===== src/design/trigger_line_assignment_consts.svh =====
`ifndef TRIGGER_LINE_ASSIGNMENT_CONSTS_SVH
`define TRIGGER_LINE_ASSIGNMENT_CONSTS_SVH
// lowest and highest legal bus line number
`define TLA_LINE_MIN 3'h1
`define TLA_LINE_MAX 3'h6
// defaults after reset command or preset
`define TLA_IN_RESET 3'h1
`define TLA_OUT_RESET 3'h2
`define TLA_SHARED_RESET 3'h1
// number of sequencing layers
`define TLA_NUM_LAYERS 3
`endif


===== src/design/trigger_line_assignment_pkg.sv =====
`default_nettype none
package trigger_line_assignment_pkg;
  // which selection a write command targets
  typedef enum logic [1:0] {
    sel_input,
    sel_output,
    sel_shared,
    sel_protocol
  } sel_kind_t;
  // one configuration command from the interpreter
  typedef struct packed {
    logic valid;
    logic [1:0] layer;
    sel_kind_t kind;
    logic [2:0] line;
  } cfg_cmd_t;
endpackage : trigger_line_assignment_pkg
`default_nettype wire


===== src/design/trigger_line_assignment.sv =====
// Overview of operation
// - each layer holds input line 1..6
// - reset or preset sets inputs to 1
// - each layer holds output line 1..6
// - reset or preset sets outputs to 2
// - input equal to output: error, keep
// - output equal to input: error, keep
// - trigger layer holds shared line selection
// - reset or preset sets shared line 1
// - query returns programmed input line
// - trigger layer: separate or shared protocol
// - reset selects separate; arm layers separate
`timescale 1ns/100ps
`default_nettype none
`include "trigger_line_assignment_consts.svh"
module trigger_line_assignment
  import trigger_line_assignment_pkg::*;
#(
  parameter int NUM_LAYERS = `TLA_NUM_LAYERS
) (
  input wire logic clk, // 100 MHz system clock
  input wire logic rst, // synchronous reset, high
  input wire logic preset, // system preset pulse
  input wire cfg_cmd_t cmd, // write command
  input wire logic [1:0] query_layer, // layer to report
  output logic [2:0] query_in_line, // input line of queried layer
  output logic [2:0] query_out_line, // output line of queried layer
  output logic [2:0] shared_mode_line, // trigger layer shared line
  output logic shared_line_protocol, // 1 = shared-line mode
  output logic [3*NUM_LAYERS-1:0] sep_mode_input_line, // packed input lines
  output logic [3*NUM_LAYERS-1:0] sep_mode_output_line, // packed output lines
  output logic cmd_error // one-cycle error pulse
);
  localparam logic [1:0] TRIG_LAYER = 2'h2; // index of trigger layer

  logic [2:0] in_ff [NUM_LAYERS]; // input selections
  logic [2:0] out_ff [NUM_LAYERS]; // output selections
  logic [2:0] shared_ff; // shared line
  logic proto_ff; // protocol selection
  logic err_ff; // error pulse
  logic [2:0] qin_ff; // query result
  logic [2:0] qout_ff; // query result
  logic init; // reset or preset
  logic in_range; // line number legal
  logic lay_ok; // layer index legal

  assign init = rst | preset;
  assign in_range = (cmd.line >= `TLA_LINE_MIN) && (cmd.line <= `TLA_LINE_MAX);
  // compared as int so no bits of the parameter are cut
  assign lay_ok = int'(cmd.layer) < NUM_LAYERS;

  // per-layer separate-line selections
  genvar g;
  generate
    for (g = 0; g < NUM_LAYERS; g++) begin : g_layer
      logic hit; // command addresses this layer
      assign hit = cmd.valid && (int'(cmd.layer) == g) && in_range;
      always_ff @(posedge clk) begin
        if (init) begin
          in_ff[g] <= `TLA_IN_RESET;
          out_ff[g] <= `TLA_OUT_RESET;
        end else if (hit) begin
          // a clash with the opposite direction leaves the selection alone
          if (cmd.kind == sel_input && cmd.line != out_ff[g]) begin
            in_ff[g] <= cmd.line;
          end
          if (cmd.kind == sel_output && cmd.line != in_ff[g]) begin
            out_ff[g] <= cmd.line;
          end
        end
      end
    end
  endgenerate

  // pack the per-layer flops onto the output buses; pure wiring, one driver per bus
  always_comb begin
    for (int i = 0; i < NUM_LAYERS; i++) begin
      sep_mode_input_line[3*i +: 3] = in_ff[i];
      sep_mode_output_line[3*i +: 3] = out_ff[i];
    end
  end

  // trigger layer shared line and protocol; arm layers have no protocol choice
  always_ff @(posedge clk) begin
    if (init) begin
      shared_ff <= `TLA_SHARED_RESET;
      proto_ff <= 1'b0;
    end else if (cmd.valid && cmd.layer == TRIG_LAYER) begin
      if (cmd.kind == sel_shared && in_range) begin
        shared_ff <= cmd.line;
      end
      if (cmd.kind == sel_protocol) begin
        proto_ff <= cmd.line[0];
      end
    end
  end

  // error pulse for clash, out of range, or bad layer
  always_ff @(posedge clk) begin
    if (init) begin
      err_ff <= 1'b0;
    end else if (!cmd.valid) begin
      err_ff <= 1'b0;
    end else if (!lay_ok) begin
      err_ff <= 1'b1;
    end else if (cmd.kind == sel_protocol) begin
      err_ff <= (cmd.layer != TRIG_LAYER);
    end else if (cmd.kind == sel_shared) begin
      err_ff <= !in_range || (cmd.layer != TRIG_LAYER);
    end else if (!in_range) begin
      err_ff <= 1'b1;
    end else if (cmd.kind == sel_input) begin
      err_ff <= (cmd.line == out_ff[cmd.layer]);
    end else begin
      err_ff <= (cmd.line == in_ff[cmd.layer]);
    end
  end

  // registered query; unknown layer reads zero
  always_ff @(posedge clk) begin
    if (rst) begin
      qin_ff <= 3'h0;
      qout_ff <= 3'h0;
    end else if (int'(query_layer) < NUM_LAYERS) begin
      qin_ff <= in_ff[query_layer];
      qout_ff <= out_ff[query_layer];
    end else begin
      qin_ff <= 3'h0;
      qout_ff <= 3'h0;
    end
  end

  assign query_in_line = qin_ff;
  assign query_out_line = qout_ff;
  assign shared_mode_line = shared_ff;
  assign shared_line_protocol = proto_ff;
  assign cmd_error = err_ff;
endmodule : trigger_line_assignment
`default_nettype wire


===== config.mk =====
export PLATFORM = sky130hd
export DESIGN_NAME = trigger_line_assignment
export DESIGN_NICKNAME = d
export VERILOG_FILES = /design/src/design/trigger_line_assignment_pkg.sv /design/src/design/trigger_line_assignment.sv
export VERILOG_INCLUDE_DIRS = /design/src /design/src/design
export SDC_FILE = /design/constraint.sdc
export NUM_CORES = 1
export LEC_CHECK = 0
export BUFFER_PORTS_ARGS = -buffer_cell sky130_fd_sc_hd__buf_4
export CORE_ASPECT_RATIO = 1.25
export CORE_MARGIN = 1.5
export CORE_UTILIZATION = 48
export DETAILED_ROUTE_END_ITERATION = 16
export GPL_TIMING_DRIVEN = 0
export MAX_ROUTING_LAYER = met4
export PLACE_DENSITY = 0.76
export REMOVE_ABC_BUFFERS = 1
export SLEW_MARGIN = 20
export SYNTH_ARGS = -nofsm -noshare
export SYNTH_HDL_FRONTEND = slang
export SYNTH_SLANG_ARGS = --single-unit
export TNS_END_PERCENT = 100

===== constraint.sdc =====
create_clock -name clk -period 1.73 [get_ports clk]
set_input_delay 0.173 -clock clk [delete_from_list [all_inputs] [get_ports clk]]
set_output_delay 0.173 -clock clk [all_outputs]
set_load 0.02 [all_outputs]

Word-level counts from Yosys, hierarchy flattened
Memory sizes are Yosys's and may differ from the RTL's. A register that Yosys moved wholly into a read port is not among the register bits.
Cells that the tools add are included.

cells by class
  eq/ne operators = 15
  bitwise gates (word level) = 9
  add/subtract/negate cells = 0
  mux-type cells = 37
  multipliers = 0
  order comparisons = 4
  reductions and logical operators = 23
  shift operators = 0
  divide/modulo/power cells = 0

operator list
  operator                                                                             number
  1-bit two-way mux                                                                    31
  3-bit two-way mux                                                                    6
  3-bit inequality test                                                                6
  1-bit logical AND                                                                    15
  2-bit equality test, second input constant                                           5
  1-bit bitwise OR                                                                     7
  3-bit equality test                                                                  2
  2-bit logical NOT                                                                    2
  2-bit < comparator, second input constant                                            2
  2-bit AND reduction                                                                  2
  2-bit OR reduction                                                                   2
  3-bit by 1-bit greater-or-equal comparator with 1-bit output, second input constant  1
  3-bit <= comparator, second input constant                                           1
  2-bit by 1-bit equality test with 1-bit output, second input constant                1
  2-bit inequality test, second input constant                                         1
  1-bit inverter                                                                       2
  1-bit logical NOT                                                                    1
  1-bit logical OR                                                                     1

word-level totals
  register bits = 5
  latch bits = 0
  output and inout port bits = 29
  memory bits (read-only) = 0
  RAM bits = 18
  memories kept = 2

memory list
  name    depth  width  read ports  clocked after memory_dff  write ports  RTL line                       source
  in_ff   3      3      5           1                         3            trigger_line_assignment.sv:36  logic [2:0] in_ff [NUM_LAYERS];
  out_ff  3      3      5           1                         3            trigger_line_assignment.sv:37  logic [2:0] out_ff [NUM_LAYERS];

Depth between registers and ports, before layout
  depth after elaboration = 7
  mapped depth = 7
  mapped depth without buffers = 5

Worst setup path after synthesis
No wires, ideal clock.

  kind = in2reg
  from = input port cmd[1] in the netlist's numbering
  to = memory in_ff[0][0] (enable)
  stages on the path = 5
  setup time = 355 ps
  arrival time = 1310 ps
  path buffers = 1
  required time = 1375 ps
  path slack = 65 ps
  cell sequence = buf_2 > and3_1 > nor4b_2 > o31ai_1 > o31ai_1

RTL lines
  what             RTL line                       source
  start, declared  trigger_line_assignment.sv:24  input wire cfg_cmd_t cmd,
  end, declared    trigger_line_assignment.sv:36

==> impl_metrics.sql <==
INSERT INTO impl_metrics (metric_group, metric, value, unit) VALUES
('cells_and_area', 'final_cell_area', '2165', 'um^2'),
('floorplan', 'start_util', '50.29', '%'),
('worst_setup_path', 'cp.required', '1.91', 'ns'),
('detailed_routing', 'via_count_of_the_routed_design', '1469', ''),
('sta', 'totalNegativeSetupSlack', '0', 'ns'),
('yosys', 'yosys-mux-area-fraction', '7.643', '%'),
('clocking', 'cts_tree', 'built', ''),
('sta', 'max_slew_margin', '45.90', '%'),
('yosys', 'synth_area_leader_cell', 'sky130_fd_sc_hd__edfxtp_1', ''),
('yosys', 'dominantRegCellSynth', 'sky130_fd_sc_hd__edfxtp_1', ''),
('yosys', 'synth_top_cell_area_share', '30.86', '%'),
('grt', 'wire_length_of_the_first_global_routing_pass', '7031', 'um'),
('grt', 'grt_antenna_before_repair', '0', ''),
('yosys', 'synth-xor-area-share', '10.50', '%'),
('sta', 'timing.clock.skew', '0.003154', 'ns'),
('clocking', 'clkLatencyLatePin', '0.28', 'ns'),
('grt', 'gr-usage-all-layers', '23.36', '%'),
('worst_setup_path', 'ordered_list_of_cells_on_the_worst_path', 'and2_1 -> o311ai_1 -> o211ai_1 -> xor2_1 -> o41ai_2', ''),
('worst_setup_path', 'timing.critical_path.from', 'in_ff[2][1]', ''),
('floorplan', 'coreArea', '3483', 'um^2'),
('worst_setup_path', 'rr_startpoint', 'in_ff[2][1]', ''),
('cells_and_area', 'postLayoutCoreUtil', '62.14', '%'),
('yosys', 'seq_area_frac_synth', '43.43', '%'),
('place', 'io_buffers', '41', ''),
('worst_setup_path', 'regToRegEndpoint', 'cmd_error', ''),
('clocking', 'clock_path_buffers', '2', ''),
('cells_and_area', 'final_net_count', '227', ''),
('floorplan', 'placement_rows', '24', ''),
('detailed_routing', 'wire_per_inst', '16.58', 'um'),
('detailed_routing', 'postRouteAntennaNets', '0', ''),
('min_path', 'timing.hold.worst_path_depth', '2', ''),
('place', 'postPlaceCellArea', '2043', 'um^2'),
('grt', 'grt_start_max_net_pins', '18', ''),
('grt', 'grt_overflow_total', '0', ''),
('clocking', 'cts-root-buf', 'sky130_fd_sc_hd__clkbuf_8', ''),
('power', 'power_leakage', '0.0008461', 'uW'),
('cells_and_area', 'syn_to_final_growth', '23.57', '%'),
('yosys', 'most_common_cell_in_the_synthesized_netlist', 'sky130_fd_sc_hd__nor2_1', ''),
('yosys', 'synth_area', '1752', 'um^2'),
('worst_setup_path', 'crit_path_end_kind', 'flop', ''),
('worst_setup_path', 'criticalPathCategory', 'flop to flop', ''),
('min_path', 'worst_hold_path_type', 'input port to flop', ''),
('worst_setup_path', 'critPathArrivalTime', '1.85', 'ns'),
('detailed_routing', 'drt_first_iter_violations', '22', ''),
('yosys', 'synth_warnings', '0', ''),
('yosys', 'synth_edf_count', '18', ''),
('floorplan', 'die_w', '57.03', 'um'),
('min_path', 'hold_path_startpoint', 'rst', ''),
('yosys', 'ys_types', '41', ''),
('status', 'run_status', 'finished, final reports clean', ''),
('floorplan', 'die_area', '4023', 'um^2'),
('sta', 'worstMarginPinSlew', '0.8085', 'ns'),
('sta', 'min_period', '1.669', 'ns'),
('flow_run', 'timing.max_cap.violations', '0', ''),
('yosys', 'synth.avg_cell_area', '9.953', 'um^2'),
('worst_setup_path', 'r2r_cells', '5', ''),
('floorplan', 'top_level_ports', '42', ''),
('yosys', 'synth-adder-area-share', '0', '%'),
('clocking', 'cts_sink_cnt', '29', ''),
('cells_and_area', 'layout-drive-gt1-share', '28.97', '%'),
('power', 'worst_ir_drop_vdd', '0.5720', 'mV'),
('grt', 'first_global_vias', '1472', ''),
('worst_setup_path', 'cp-start-kind', 'flop', ''),
('sta', 'final.period_utilization', '96.47', '%'),
('cells_and_area', 'inserted_diodes', '0', ''),
('clocking', 'cts_hold_buf', '0', ''),
('yosys', 'synthArstFlopShare', '0', '%'),
('place', 'place.detailed.hpwl', '2977', 'um'),
('yosys', 'synth.cells.most_frequent', 'sky130_fd_sc_hd__nor2_1 (20), sky130_fd_sc_hd__edfxtp_1 (18), sky130_fd_sc_hd__and2_1 (14)', ''),
('worst_setup_path', 'worst_path_buf_inv', '0', ''),
('floorplan', 'fp.dieH', '70.54', 'um');
## where the power goes
group	leakage, uW	internal, uW	switching, uW
logic	0.000533	114	158
registers	0.000268	756	22.0
clock network	0.0000443	314	233
## state kept, by name, indices dropped and copies added, names as in the netlist
signal,flops
query_out_line,3
in_ff,9
out_ff,9
cmd_error,1
shared_mode_line,3
query_in_line,3
shared_line_protocol,1
## cells in the final DEF (no fill, tap or decap), types with 3 or more instances in the layout
master | Yosys | routed
sky130_fd_sc_hd__buf_4 | 0 | 44
sky130_fd_sc_hd__nor2_1 | 20 | 20
sky130_fd_sc_hd__edfxtp_1 | 18 | 18
sky130_fd_sc_hd__and2_1 | 14 | 13
sky130_fd_sc_hd__xor2_1 | 11 | 11
sky130_fd_sc_hd__dfxtp_1 | 11 | 11
sky130_fd_sc_hd__xnor2_1 | 10 | 10
sky130_fd_sc_hd__mux2i_1 | 10 | 10
sky130_fd_sc_hd__a21oi_1 | 9 | 9
sky130_fd_sc_hd__nand2_1 | 8 | 8
sky130_fd_sc_hd__clkbuf_8 | 0 | 6
sky130_fd_sc_hd__nand2b_1 | 5 | 5
sky130_fd_sc_hd__nor3_1 | 3 | 3
sky130_fd_sc_hd__nand3_1 | 3 | 3
sky130_fd_sc_hd__nor2b_1 | 3 | 3
sky130_fd_sc_hd__nand4_1 | 3 | 3
sky130_fd_sc_hd__o21ai_0 | 4 | 3
## per-layer routing
| metal | GRT usage, % | part of all wire (%) | vias up |
|---|---|---|---|
| met4 | 8.269 | 2.0 | 0 |
| met5 | - | 0 | - |
| met2 | 39.46 | 52 | 54 |
| met1 | 26.86 | 40 | 709 |
| met3 | 5.667 | 5.5 | 9 |
| li1 | - | - | 697 |
## area by class of cell
type,instances,area [um^2],area share [%]
multi-input combinational,134,938.4,43.35
sequential,29,760.7,35.14
timing repair buffer,44,330.3,15.26
clock buffer,7,86.33,3.988
tap,39,48.80,2.254
## stage by stage
stage,hold WS [ns],cells,setup WS (ns)
4_1_cts,0.1071,250,0.03954
3_5_place_dp,0.4026,243,-0.2398
3_3_place_gp,0.3946,243,-0.1515
6_report,0.1130,253,0.06102
5_1_grt,0.1110,253,-0.005224
2_1_floorplan,0.2449,163,0.1170
## worst max-delay path by stage
stage,to,depth (start not counted)
after floorplan,cmd_error,5
after global placement,in_ff[0][1],5
after detailed placement,in_ff[0][0],5
after CTS,cmd_error,5
after global routing,cmd_error,5
final,cmd_error,5
## repair_timing
action / 4_1_cts / 5_1_grt
endpoints found under the setup margin: 0 / 15
hold endpoints to repair: 0 / 0
buffers inserted: 0 / 3
gates resized for setup: 0 / 5
## cell families (layout without fill, tap and decap cells)
group / Yosys count / count (layout)
AO/OA/AOI/OAI: 27 / 27
flip-flops: 29 / 29
multiplexers: 12 / 12
buffers and inverters: 13 / 51
AND/OR/NAND/NOR: 74 / 74
XOR/XNOR: 21 / 21
No activity file was read; power rests on OpenSTA's default activity.
